[src/rtl/scd_pkg.sv]
// Constants, encodings and types shared by the serial command decoder
package scd_pkg;

  // ----------------------------------------------------------------
  // Widths and sizes
  // ----------------------------------------------------------------
  localparam int DATA_W = 24;
  localparam int IDX_W = 5;
  localparam int BYTE_W = 8;
  localparam int PAGE_W = 6;
  localparam int FIFO_DEPTH = 16;
  localparam int WRITE_BYTES = 3;
  localparam int SYNC_FILL_MIN = 3;
  localparam int ONES_W = 5;
  localparam logic [ONES_W-1:0] ONES_REALIGN = ONES_W'(SYNC_FILL_MIN * BYTE_W + BYTE_W - 1);

  // ----------------------------------------------------------------
  // Timing
  // ----------------------------------------------------------------
  localparam int CLK_PERIOD_NS = 40;
  localparam int RESET_MIN_NS = 10000;
  localparam int RESET_MIN_CYC = (RESET_MIN_NS + CLK_PERIOD_NS - 1) / CLK_PERIOD_NS;
  localparam int RST_CNT_W = $clog2(RESET_MIN_CYC + 1);
  localparam int INIT_CNT_W = 4;
  localparam logic [INIT_CNT_W-1:0] INIT_DELAY_CYC = 4'h8;

  // ----------------------------------------------------------------
  // Register indices, page 0
  // ----------------------------------------------------------------
  localparam logic [IDX_W-1:0] REG_CONFIGURATION = 5'h00;
  localparam logic [IDX_W-1:0] REG_CURRENT_DC_OFFSET = 5'h01;
  localparam logic [IDX_W-1:0] REG_CURRENT_GAIN = 5'h02;
  localparam logic [IDX_W-1:0] REG_VOLTAGE_DC_OFFSET = 5'h03;
  localparam logic [IDX_W-1:0] REG_VOLTAGE_GAIN = 5'h04;
  localparam logic [IDX_W-1:0] REG_CONVERSIONS_PER_CYCLE = 5'h05;
  localparam logic [IDX_W-1:0] REG_ENERGY_PULSE_RATE = 5'h06;
  localparam logic [IDX_W-1:0] REG_INSTANT_CURRENT = 5'h07;
  localparam logic [IDX_W-1:0] REG_INSTANT_VOLTAGE = 5'h08;
  localparam logic [IDX_W-1:0] REG_INSTANT_POWER = 5'h09;
  localparam logic [IDX_W-1:0] REG_ACTIVE_POWER = 5'h0a;
  localparam logic [IDX_W-1:0] REG_RMS_CURRENT = 5'h0b;
  localparam logic [IDX_W-1:0] REG_RMS_VOLTAGE = 5'h0c;
  localparam logic [IDX_W-1:0] REG_LINE_FREQUENCY_RATIO = 5'h0d;
  localparam logic [IDX_W-1:0] REG_POWER_OFFSET = 5'h0e;
  localparam logic [IDX_W-1:0] REG_EVENT_FLAGS = 5'h0f;
  localparam logic [IDX_W-1:0] REG_CURRENT_AC_OFFSET = 5'h10;
  localparam logic [IDX_W-1:0] REG_VOLTAGE_AC_OFFSET = 5'h11;
  localparam logic [IDX_W-1:0] REG_OPERATION_MODE = 5'h12;
  localparam logic [IDX_W-1:0] REG_TEMPERATURE = 5'h13;
  localparam logic [IDX_W-1:0] REG_AVG_REACTIVE_POWER = 5'h14;
  localparam logic [IDX_W-1:0] REG_INSTANT_REACTIVE_POWER = 5'h15;
  localparam logic [IDX_W-1:0] REG_PEAK_CURRENT = 5'h16;
  localparam logic [IDX_W-1:0] REG_PEAK_VOLTAGE = 5'h17;
  localparam logic [IDX_W-1:0] REG_TRIANGLE_REACTIVE_POWER = 5'h18;
  localparam logic [IDX_W-1:0] REG_POWER_FACTOR = 5'h19;
  localparam logic [IDX_W-1:0] REG_INTERRUPT_ENABLE_MASK = 5'h1a;
  localparam logic [IDX_W-1:0] REG_APPARENT_POWER = 5'h1b;
  localparam logic [IDX_W-1:0] REG_CONTROL = 5'h1c;
  localparam logic [IDX_W-1:0] REG_HARMONIC_ACTIVE_POWER = 5'h1d;
  localparam logic [IDX_W-1:0] REG_FUNDAMENTAL_ACTIVE_POWER = 5'h1e;
  localparam logic [IDX_W-1:0] REG_FUNDAMENTAL_REACTIVE_OR_PAGE = 5'h1f;
  localparam logic [PAGE_W-1:0] PAGE_DEFAULT = 6'h00;

  // ----------------------------------------------------------------
  // Reset values
  // ----------------------------------------------------------------
  localparam logic [DATA_W-1:0] REG_ZERO = 24'h000000;
  localparam logic [DATA_W-1:0] CONFIGURATION_RESET = 24'h000001;
  localparam logic [DATA_W-1:0] GAIN_RESET = 24'h400000;

  // ----------------------------------------------------------------
  // Command encodings
  // ----------------------------------------------------------------
  localparam logic [BYTE_W-1:0] CMD_SYNC_FILLER = 8'hff;
  localparam logic [BYTE_W-1:0] CMD_SYNC_TERMINATOR = 8'hfe;
  localparam logic [BYTE_W-1:0] CMD_POWER_UP_HALT = 8'ha0;
  localparam logic [BYTE_W-1:0] CMD_START_MASK = 8'hf7;
  localparam logic [BYTE_W-1:0] CMD_START_VAL = 8'he0;
  localparam logic [BYTE_W-1:0] CMD_PWR_DOWN_MASK = 8'he7;
  localparam logic [BYTE_W-1:0] CMD_PWR_DOWN_VAL = 8'h80;
  localparam logic [BYTE_W-1:0] CMD_REG_MASK = 8'h81;
  localparam logic [BYTE_W-1:0] CMD_REG_VAL = 8'h00;
  localparam int CONT_BIT = 3;
  localparam int PD_LSB = 3;
  localparam int DIR_BIT = 6;
  localparam int IDX_LSB = 1;
  localparam logic [1:0] PD_SOFT_RESET = 2'h0;
  localparam logic [1:0] PD_STANDBY = 2'h1;
  localparam logic [1:0] PD_SLEEP = 2'h2;

  // ----------------------------------------------------------------
  // Types
  // ----------------------------------------------------------------
  typedef enum logic [1:0] {SCD_ACTIVE, SCD_STANDBY, SCD_SLEEP} scd_pwr_e;
  typedef enum logic {SCD_CMD, SCD_WDATA} scd_dec_e;

  // Registers whose content comes from the measurement engine
  function automatic logic scd_is_meas(input logic [IDX_W-1:0] idx);
    case (idx)
      REG_INSTANT_CURRENT, REG_INSTANT_VOLTAGE, REG_INSTANT_POWER, REG_ACTIVE_POWER,
      REG_RMS_CURRENT, REG_RMS_VOLTAGE, REG_TEMPERATURE, REG_AVG_REACTIVE_POWER,
      REG_INSTANT_REACTIVE_POWER, REG_PEAK_CURRENT, REG_PEAK_VOLTAGE,
      REG_TRIANGLE_REACTIVE_POWER, REG_POWER_FACTOR, REG_APPARENT_POWER,
      REG_HARMONIC_ACTIVE_POWER, REG_FUNDAMENTAL_ACTIVE_POWER,
      REG_FUNDAMENTAL_REACTIVE_OR_PAGE: scd_is_meas = 1'b1;
      default: scd_is_meas = 1'b0;
    endcase
  endfunction

endpackage

[src/rtl/scd_stream_if.sv]
// Valid/ready byte stream between the serial front end, the FIFO and the decoder
`timescale 1ns/100ps
`default_nettype none
interface scd_stream_if #(parameter int WIDTH = 8);
  logic valid;
  logic ready;
  logic [WIDTH-1:0] data;
  modport src (output valid, output data, input ready);
  modport dst (input valid, input data, output ready);
endinterface
`default_nettype wire

[src/rtl/scd_fifo.sv]
// Parameterised first-in first-out buffer with valid/ready on both sides
`timescale 1ns/100ps
`default_nettype none
module scd_fifo #(
  parameter int WIDTH = 8,
  parameter int DEPTH = 16
) (
  // Clock and reset
  input wire logic core_clk,
  input wire logic rstn,
  // Streams
  scd_stream_if.dst wr,
  scd_stream_if.src rd
);
  localparam int AW = $clog2(DEPTH);
  localparam logic [AW:0] FULL_CNT = (AW+1)'(DEPTH);

  typedef struct packed {
    logic [DEPTH-1:0][WIDTH-1:0] mem;
    logic [AW-1:0] wp;
    logic [AW-1:0] rp;
    logic [AW:0] cnt;
  } scd_fifo_s;

  scd_fifo_s q;
  scd_fifo_s d;
  logic push;
  logic pop;

  assign wr.ready = (q.cnt != FULL_CNT);
  assign rd.valid = (q.cnt != '0);
  assign rd.data = q.mem[q.rp];
  assign push = wr.valid && wr.ready;
  assign pop = rd.valid && rd.ready;

  always_comb begin
    d = q;
    if (push) begin
      d.mem[q.wp] = wr.data;
      d.wp = q.wp + 1'b1;
    end
    if (pop) begin
      d.rp = q.rp + 1'b1;
    end
    if (push && !pop) begin
      d.cnt = q.cnt + 1'b1;
    end else if (pop && !push) begin
      d.cnt = q.cnt - 1'b1;
    end
  end

  always_ff @(posedge core_clk or negedge rstn) begin
    if (!rstn) begin
      q <= '0;
    end else begin
      q <= d;
    end
  end
endmodule // scd_fifo
`default_nettype wire

[src/rtl/scd_serial_command_decoder.sv]
// Serial host port, command decoder and page-0 register file
`timescale 1ns/100ps
`default_nettype none
module scd_serial_command_decoder (
  // Clock and reset
  input wire logic core_clk,
  input wire logic rstn,
  // Serial port pins
  input wire logic cs_n,
  input wire logic sclk,
  input wire logic serial_in,
  output logic serial_out,
  input wire logic reset_pin_n,
  // Measurement engine
  output logic [scd_pkg::IDX_W-1:0] meas_index,
  input wire logic [scd_pkg::DATA_W-1:0] meas_data,
  input wire logic [scd_pkg::DATA_W-1:0] status_set,
  // Command results
  output logic start_pulse,
  output logic continuous_select,
  output logic halt_pulse,
  output logic power_on_reset_pulse,
  output logic soft_reset_pulse,
  output logic abort_pulse,
  output logic invalid_cmd_pulse,
  output logic clocks_run,
  output logic analog_on,
  output logic rx_overflow,
  // Register contents
  output logic [scd_pkg::DATA_W-1:0] configuration,
  output logic [scd_pkg::DATA_W-1:0] operation_mode,
  output logic [scd_pkg::DATA_W-1:0] control,
  output logic [scd_pkg::DATA_W-1:0] interrupt_enable_mask,
  output logic [scd_pkg::DATA_W-1:0] event_flags,
  output logic [scd_pkg::PAGE_W-1:0] page
);
  import scd_pkg::*;

  // ----------------------------------------------------------------
  // State
  // ----------------------------------------------------------------
  typedef struct packed {
    logic [1:0] cs_s;
    logic [2:0] sck_s;
    logic [1:0] sdi_s;
    logic [1:0] rstp_s;
    logic [RST_CNT_W-1:0] rst_cnt;
    logic [2:0] bit_cnt;
    logic [BYTE_W-1:0] rx_sh;
    logic [ONES_W-1:0] ones_cnt;
    logic push_v;
    logic [BYTE_W-1:0] push_data;
    logic ovf;
    logic [DATA_W-1:0] tx_sh;
    scd_dec_e dec;
    logic [IDX_W-1:0] w_idx;
    logic [1:0] w_cnt;
    logic [DATA_W-1:0] w_data;
    scd_pwr_e pwr;
    logic [INIT_CNT_W-1:0] init_cnt;
    logic [31:0][DATA_W-1:0] regs;
    logic [DATA_W-1:0] status;
    logic [PAGE_W-1:0] page;
    logic start_p;
    logic cont;
    logic halt_p;
    logic por_p;
    logic srst_p;
    logic abort_p;
    logic inval_p;
  } scd_core_s;

  localparam logic [RST_CNT_W-1:0] RST_LAST = RST_CNT_W'(RESET_MIN_CYC - 1);
  localparam logic [RST_CNT_W-1:0] RST_DONE = RST_CNT_W'(RESET_MIN_CYC);
  localparam logic [1:0] W_LAST = 2'(WRITE_BYTES - 1);

  scd_core_s q;
  scd_core_s d;

  scd_stream_if #(.WIDTH(BYTE_W)) rx_in ();
  scd_stream_if #(.WIDTH(BYTE_W)) rx_out ();

  // ----------------------------------------------------------------
  // Receive buffer
  // ----------------------------------------------------------------
  scd_fifo #(
    .WIDTH(BYTE_W),
    .DEPTH(FIFO_DEPTH)
  ) u_rx_fifo (
    .core_clk(core_clk),
    .rstn(rstn),
    .wr(rx_in),
    .rd(rx_out)
  );

  assign rx_in.valid = q.push_v;
  assign rx_in.data = q.push_data;
  // Decoder stalls while the device re-initialises after a reset
  assign rx_out.ready = (q.init_cnt == '0);

  logic sclk_rise;
  logic pin_reset;
  logic pop;
  logic do_reset;
  logic [BYTE_W-1:0] cmd;
  logic [IDX_W-1:0] cmd_idx;
  logic [DATA_W-1:0] rd_val;
  logic [DATA_W-1:0] wr_word;
  logic [DATA_W-1:0] flag_clr;

  assign sclk_rise = q.sck_s[1] && !q.sck_s[2];
  assign pop = rx_out.valid && rx_out.ready;
  assign cmd = rx_out.data;
  assign cmd_idx = cmd[IDX_LSB +: IDX_W];
  assign wr_word = {q.w_data[DATA_W-BYTE_W-1:0], cmd};
  assign pin_reset = !q.rstp_s[1] && (q.rst_cnt == RST_LAST);

  // ----------------------------------------------------------------
  // Read value for the addressed register
  // ----------------------------------------------------------------
  always_comb begin
    rd_val = REG_ZERO;
    if (q.page != PAGE_DEFAULT) begin
      if (cmd_idx == REG_FUNDAMENTAL_REACTIVE_OR_PAGE) begin
        rd_val = {{(DATA_W-PAGE_W){1'b0}}, q.page};
      end
    end else if (cmd_idx == REG_EVENT_FLAGS) begin
      rd_val = q.status;
    end else if (scd_is_meas(cmd_idx)) begin
      rd_val = meas_data;
    end else begin
      rd_val = q.regs[cmd_idx];
    end
  end

  // ----------------------------------------------------------------
  // Next state
  // ----------------------------------------------------------------
  always_comb begin
    d = q;
    do_reset = 1'b0;
    flag_clr = REG_ZERO;
    d.start_p = 1'b0;
    d.halt_p = 1'b0;
    d.por_p = 1'b0;
    d.srst_p = 1'b0;
    d.abort_p = 1'b0;
    d.inval_p = 1'b0;
    d.push_v = 1'b0;
    d.cs_s = {q.cs_s[0], cs_n};
    d.sck_s = {q.sck_s[1:0], sclk};
    d.sdi_s = {q.sdi_s[0], serial_in};
    d.rstp_s = {q.rstp_s[0], reset_pin_n};
    if (q.rstp_s[1]) begin
      d.rst_cnt = '0;
    end else if (q.rst_cnt != RST_DONE) begin
      d.rst_cnt = q.rst_cnt + 1'b1;
    end
    if (q.init_cnt != '0) begin
      d.init_cnt = q.init_cnt - 1'b1;
    end

    if (q.cs_s[1] || pin_reset) begin
      d.bit_cnt = '0;
      d.rx_sh = '0;
      d.ones_cnt = '0;
      d.tx_sh = REG_ZERO;
      d.dec = SCD_CMD;
      d.w_cnt = '0;
    end else if (sclk_rise) begin
      d.rx_sh = {q.rx_sh[BYTE_W-2:0], q.sdi_s[1]};
      d.tx_sh = {q.tx_sh[DATA_W-2:0], 1'b0};
      d.bit_cnt = q.bit_cnt + 1'b1;
      if (q.bit_cnt == 3'h7) begin
        d.push_v = 1'b1;
        d.push_data = d.rx_sh;
      end
      if (q.sdi_s[1]) begin
        if (q.ones_cnt != ONES_REALIGN) begin
          d.ones_cnt = q.ones_cnt + 1'b1;
        end
      end else begin
        d.ones_cnt = '0;
        if (q.ones_cnt == ONES_REALIGN) begin
          d.bit_cnt = '0;
          d.push_v = 1'b0;
          d.dec = SCD_CMD;
          d.w_cnt = '0;
        end
      end
    end
    if (q.push_v && !rx_in.ready) begin
      d.ovf = 1'b1;
    end

    // ----------------------------------------------------------------
    // Command decode
    // ----------------------------------------------------------------
    if (pop) begin
      case (q.dec)
        SCD_CMD: begin
          if ((cmd & CMD_REG_MASK) == CMD_REG_VAL) begin
            if (cmd[DIR_BIT]) begin
              d.dec = SCD_WDATA;
              d.w_idx = cmd_idx;
              d.w_cnt = '0;
            end else begin
              d.tx_sh = rd_val;
            end
          end else if (cmd == CMD_SYNC_FILLER || cmd == CMD_SYNC_TERMINATOR) begin
            d.dec = SCD_CMD;
          end else begin
            d.abort_p = 1'b1;
            if ((cmd & CMD_START_MASK) == CMD_START_VAL) begin
              d.start_p = 1'b1;
              d.cont = cmd[CONT_BIT];
            end else if (cmd == CMD_POWER_UP_HALT) begin
              if (q.pwr != SCD_ACTIVE) begin
                d.por_p = 1'b1;
                do_reset = 1'b1;
              end else begin
                d.halt_p = 1'b1;
              end
            end else if ((cmd & CMD_PWR_DOWN_MASK) == CMD_PWR_DOWN_VAL) begin
              case (cmd[PD_LSB +: 2])
                PD_SOFT_RESET: begin
                  d.srst_p = 1'b1;
                  d.halt_p = 1'b1;
                  do_reset = 1'b1;
                end
                PD_STANDBY: begin
                  d.halt_p = 1'b1;
                  d.pwr = SCD_STANDBY;
                end
                PD_SLEEP: begin
                  d.halt_p = 1'b1;
                  d.pwr = SCD_SLEEP;
                end
                default: begin
                  d.inval_p = 1'b1;
                end
              endcase
            end else begin
              d.inval_p = 1'b1;
            end
          end
        end
        SCD_WDATA: begin
          d.w_data = wr_word;
          d.w_cnt = q.w_cnt + 1'b1;
          if (q.w_cnt == W_LAST) begin
            d.dec = SCD_CMD;
            if (q.w_idx == REG_FUNDAMENTAL_REACTIVE_OR_PAGE) begin
              d.page = wr_word[PAGE_W-1:0];
            end else if (q.page == PAGE_DEFAULT) begin
              if (q.w_idx == REG_EVENT_FLAGS) begin
                flag_clr = wr_word;
              end else if (!scd_is_meas(q.w_idx)) begin
                d.regs[q.w_idx] = wr_word;
              end
            end
          end
        end
        default: begin
          d.dec = SCD_CMD;
        end
      endcase
    end

    // Hardware sets win over a write-one clear in the same cycle
    d.status = (q.status & ~flag_clr) | status_set;

    if (do_reset || pin_reset) begin
      for (int i = 0; i < 32; i++) begin
        d.regs[i] = REG_ZERO;
      end
      d.regs[REG_CONFIGURATION] = CONFIGURATION_RESET;
      d.regs[REG_CURRENT_GAIN] = GAIN_RESET;
      d.regs[REG_VOLTAGE_GAIN] = GAIN_RESET;
      d.status = REG_ZERO;
      d.page = PAGE_DEFAULT;
      d.cont = 1'b0;
      d.ovf = 1'b0;
      d.pwr = SCD_ACTIVE;
      d.init_cnt = INIT_DELAY_CYC;
      d.dec = SCD_CMD;
    end
  end

  // ----------------------------------------------------------------
  // Registers
  // ----------------------------------------------------------------
  always_ff @(posedge core_clk or negedge rstn) begin
    if (!rstn) begin
      q <= '0;
      q.cs_s <= 2'h3;
      q.rstp_s <= 2'h3;
      q.regs[REG_CONFIGURATION] <= CONFIGURATION_RESET;
      q.regs[REG_CURRENT_GAIN] <= GAIN_RESET;
      q.regs[REG_VOLTAGE_GAIN] <= GAIN_RESET;
      q.dec <= SCD_CMD;
      q.pwr <= SCD_ACTIVE;
      q.init_cnt <= INIT_DELAY_CYC;
    end else begin
      q <= d;
    end
  end

  // ----------------------------------------------------------------
  // Outputs
  // ----------------------------------------------------------------
  assign serial_out = q.tx_sh[DATA_W-1];
  assign meas_index = cmd_idx;
  assign start_pulse = q.start_p;
  assign continuous_select = q.cont;
  assign halt_pulse = q.halt_p;
  assign power_on_reset_pulse = q.por_p;
  assign soft_reset_pulse = q.srst_p;
  assign abort_pulse = q.abort_p;
  assign invalid_cmd_pulse = q.inval_p;
  assign clocks_run = (q.pwr != SCD_SLEEP);
  assign analog_on = (q.pwr == SCD_ACTIVE);
  assign rx_overflow = q.ovf;
  assign configuration = q.regs[REG_CONFIGURATION];
  assign operation_mode = q.regs[REG_OPERATION_MODE];
  assign control = q.regs[REG_CONTROL];
  assign interrupt_enable_mask = q.regs[REG_INTERRUPT_ENABLE_MASK];
  assign event_flags = q.status;
  assign page = q.page;
endmodule // scd_serial_command_decoder
`default_nettype wire

[config.mk]
export PLATFORM = sky130hd
export DESIGN_NAME = scd_serial_command_decoder
export DESIGN_NICKNAME = d
export VERILOG_FILES = /design/src/rtl/scd_pkg.sv /design/src/rtl/scd_stream_if.sv /design/src/rtl/scd_fifo.sv /design/src/rtl/scd_serial_command_decoder.sv
export SDC_FILE = /design/constraint.sdc
export NUM_CORES = 2
export LEC_CHECK = 0
export BUFFER_PORTS_ARGS = -buffer_cell sky130_fd_sc_hd__buf_2
export CORE_MARGIN = 1
export CORE_UTILIZATION = 35
export DETAILED_ROUTE_END_ITERATION = 8
export PLACE_DENSITY = 0.61
export SYNTH_ARGS = -nofsm -noshare
export SYNTH_HDL_FRONTEND = slang
export SYNTH_HIERARCHICAL = 1
export SYNTH_SLANG_ARGS = --single-unit
[constraint.sdc]
create_clock -name core_clk -period 3.78 [get_ports core_clk]
set_clock_uncertainty 0.05 [all_clocks]
set_input_delay 0.189 -clock core_clk [delete_from_list [all_inputs] [get_ports core_clk]]
set_output_delay 0.189 -clock core_clk [all_outputs]
set_load 0.1 [all_outputs]
==> run_results.csv <==
group,metric,value,unit
critical_path,cpMostUsedCell,"buf_4",
global_routing,grt_max_degree,111,
timing,fin_crit_sh,1.02,
timing,setup_viol,217,
power,vdd_drop_max,0.485,mV
run_status,violations,"negative setup slack",
finish,n_antenna_cell,0,
timing,min_period,3.87,ns
clock_network,clk_latency,0.77,ns
critical_path,cp-start-kind,"flip-flop",
critical_path,critical_path_required,4.29,ns
floorplanning,die-area,0.138,mm^2
timing,rsz0062_at_grt,"yes",
synthesis,synth_area,0.0477,mm^2
power,power_frac_clock,0.305,
critical_path,r2r-end,"q[847]",
run_status,status,"finished with violations",
synthesis,synth_nets,4319,
floorplanning,dieWidth,371,um
synthesis,synth_largest_area_cell,"dfrtp_1",
critical_path,worst-path-max-fanout,7,
floorplanning,coreArea,0.135,mm^2
min_path,hp-class,"input pin to asynchronous set/reset pin",
clock_network,clk_root_buffer_cell,"clkbuf_16",
critical_path,reg2regPathDepth,17,
power,p_sw,0.0133,W
global_routing,grt_use_total,0.223,
place,portBuffers,195,
synthesis,synthFlopType,"dfrtp_1",
floorplanning,ioPinCount,196,
synthesis,yosysUniqueCellTypes,71,
clock_network,clockBufferDepth,3,
clock_network,cts_made_buffers,108,
routing,dr.pass1.iters,6,
synthesis,synth_common_cells,"1,034 x dfrtp_1, 853 x nand2_1, 446 x and2_1, 424 x a21oi_1, 177 x mux4_2",
synthesis,synth_edf_count,0,
finish,area_growth,20.3,%
timing,fin_ws,-0.0906,ns
floorplanning,std_cell_rows,135,
synthesis,async_flop_share,1.00,
synthesis,ys_warn_count,6,
finish,multi_input_area,0.0194,mm^2
routing,drt_wl_total,154000,um
floorplanning,die_h,371,um
power,p_int,0.0233,W
global_routing,antenna_found_initial,3,
critical_path,regToRegSetupSlack,-0.09,ns
timing,slew_viol_final,0,
global_routing,grt_pass1_wl,230000,um
critical_path,max_stage_delay,0.49,ns
power,combPwrFrac,0.366,
power,seqPwrFrac,0.329,
timing,clock.fmax,258,MHz
clock_network,cts.sinks,1042,
finish,nFillCells,12600,
routing,drt_iter0_markers,3771,
clock_network,clk_pin_slew,0.06,ns
timing,tightest_slew,1.21,ns
synthesis,yosys_register_bits,1042,
timing,hold_viol_final,0,
critical_path,cpMaxStageDelayCell,"mux4_2",
synthesis,ys_top_cells_by_area,"dfrtp_1 54%, mux4_2 8.4%, nand2_1 6.7%, and2_1 5.8%, a21oi_1 4.4%",
place,place_congestion,0.930,
routing,routedWlPerCell,23.9,um
timing,slew_headroom,0.190,
finish,drive_gt1_frac,0.270,
synthesis,syn_avg_cell_area,11.2,um^2
finish,fin_nets,4632,
synthesis,ys_seq_area_frac,0.547,
synthesis,synth.most_common_cell,"dfrtp_1",
clock_network,h-tree-depth,3,
routing,ant_nets,0,
floorplanning,start_util,0.353,
global_routing,grt_pass1_vias,34400,
place,placed_area,0.0521,mm^2
power,p_leak,26.2,nW
run,cap_violations,0,
critical_path,critPathKind,"flip-flop to flip-flop",
synthesis,synth_top_cell_area_share,0.542,
critical_path,cp_cell_sequence,"buf_6 -> buf_4 -> mux2i_1 -> a221oi_2 -> a22oi_1 -> buf_4 -> nand2_8 -> buf_12 -> buf_12 -> buf_6 -> buf_4 -> mux4_2 -> a211oi_2 -> buf_4 -> a211oi_2 -> a222oi_1 -> o22ai_1",
power,switching_share,0.364,
synthesis,syn_inst,4244,
routing,vias_per_cell,5.40,
routing,vias,34700,
critical_path,worstSetupEndpointType,"flip-flop",
critical_path,arrival,4.38,ns
clock_network,cts_tree,"built",
power,power_density,638,mW/mm^2
finish,seqCellArea,0.0261,mm^2
place,hpwlAfterDp,104000,um
critical_path,rr_startpoint,"u_rx_fifo/q[5]",
routing,drc_errors,0,
global_routing,overflow,0,
place,pre_cts_ws,-0.320,ns
finish,design_area,0.0574,mm^2
==> how the worst max path moves through the flow <==
stage | startpoint | to | slack, ns
after global routing | u_rx_fifo/q[5] | q[847] | -0.24
after CTS | u_rx_fifo/q[5] | q[847] | -0.06
after global placement | u_rx_fifo/q[5] | q[852] | -0.29
after floorplan | u_rx_fifo/q[5] | q[851] | 0.007
after detailed placement | u_rx_fifo/q[5] | q[852] | -0.32
final | u_rx_fifo/q[5] | q[847] | -0.09
==> registers in the layout, indices dropped and copies added (netlist names), 5 cells and up <==
signal and cells:
interrupt_enable_mask 24, event_flags 24, u_rx_fifo/q 141, q 752, page 6, configuration 24, d 5, operation_mode 24
control 24, rx_in.data 8
==> routing by layer <==
| layer | wire (um) | up-vias | GRT usage |
|---|---|---|---|
| met5 | 27 | - | 0 |
| met4 | 5240 | 4 | 0.0769 |
| li1 | - | 15100 | - |
| met1 | 66100 | 18000 | 0.310 |
| met2 | 70100 | 1403 | 0.341 |
| met3 | 12400 | 234 | 0.0528 |
==> critical path, delay by kind of cell (launching register included) <==
kind                   cells  cell delay [ns]
AND/OR/NAND/NOR            1             0.08
AO/OA/AOI/OAI              6             1.28
buffers and inverters      8             1.18
flip-flops                 1             0.47
multiplexers               2             0.61
==> area by class of cell <==
cell class / instances / area share
multi-input cells: 2713 / 0.339
well taps: 1781 / 0.0388
flip-flops and latches: 1042 / 0.455
clock inverters: 38 / 0.00888
repair buffers: 673 / 0.102
clock buffers: 161 / 0.0562
inverters: 19 / 0.00124
==> logic make-up (layout without fill, tap and decap cells) <==
logic type                 Yosys count  count (layout)  synth area share
buffers and inverters              490             891            0.0554
muxes                              455             455             0.146
and+or+nand+nor                   1550            1551             0.162
DFF                               1042            1042             0.547
AOI/OAI and AO/OA                  668             668            0.0812
adders and majority gates           21              21           0.00566
xor gates and xnor gates            18              18           0.00330
==> power by group through the flow <==
| stage | Combinational (W) | Sequential [W] | Clock [W] |
|---|---|---|---|
| 5_1_grt | 0.0139 | 0.0120 | 0.0118 |
| 2_1_floorplan | 0.00633 | 0.0119 | 0 |
| 3_5_place_dp | 0.0123 | 0.0122 | 0 |
| 4_1_cts | 0.0130 | 0.0120 | 0.0113 |
| 6_report | 0.0134 | 0.0120 | 0.0111 |
| 3_3_place_gp | 0.0123 | 0.0122 | 0 |
==> repair_timing <==
action	in CTS	in global routing
pin swaps	14	9
cloned	8	0
hold buffers	52	0
gates resized for setup	100	39
setup buffers	22	4
hold endpoints to repair	143	0
setup endpoints to repair	824	831
==> cell usage in the layout, fill, tap and decap left out, types with 27 or more instances in the layout <==
| cell type | n |
|---|---|
| dlygate4sd3_1 | 52 |
| clkbuf_16 | 109 |
| mux4_2 | 177 |
| buf_2 | 193 |
| nand2_1 | 844 |
| mux2i_1 | 116 |
| and2_1 | 444 |
| buf_4 | 325 |
| nor2_1 | 81 |
| a21oi_1 | 416 |
| mux2_2 | 154 |
| o21ai_0 | 54 |
| dfrtp_1 | 1033 |
| buf_12 | 59 |
| clkbuf_8 | 30 |
| a22oi_1 | 40 |
| buf_6 | 27 |
==> metrics by stage <==
stage	power (W)	util	hold slack (ns)	TNS, ns	std cells
floorplan	0.0182	-	-0.157	0	4244
global placement	0.0245	0.385	0.222	-127.67	6142
detailed placement	0.0245	0.385	0.189	-171.69	6142
CTS	0.0363	0.423	0.0205	-0.286	6423
global route	0.0377	0.424	0.0627	-82.15	6427
finish	0.0366	0.424	0.0295	-4.44	6427
(Power assumes the default switching activity.)
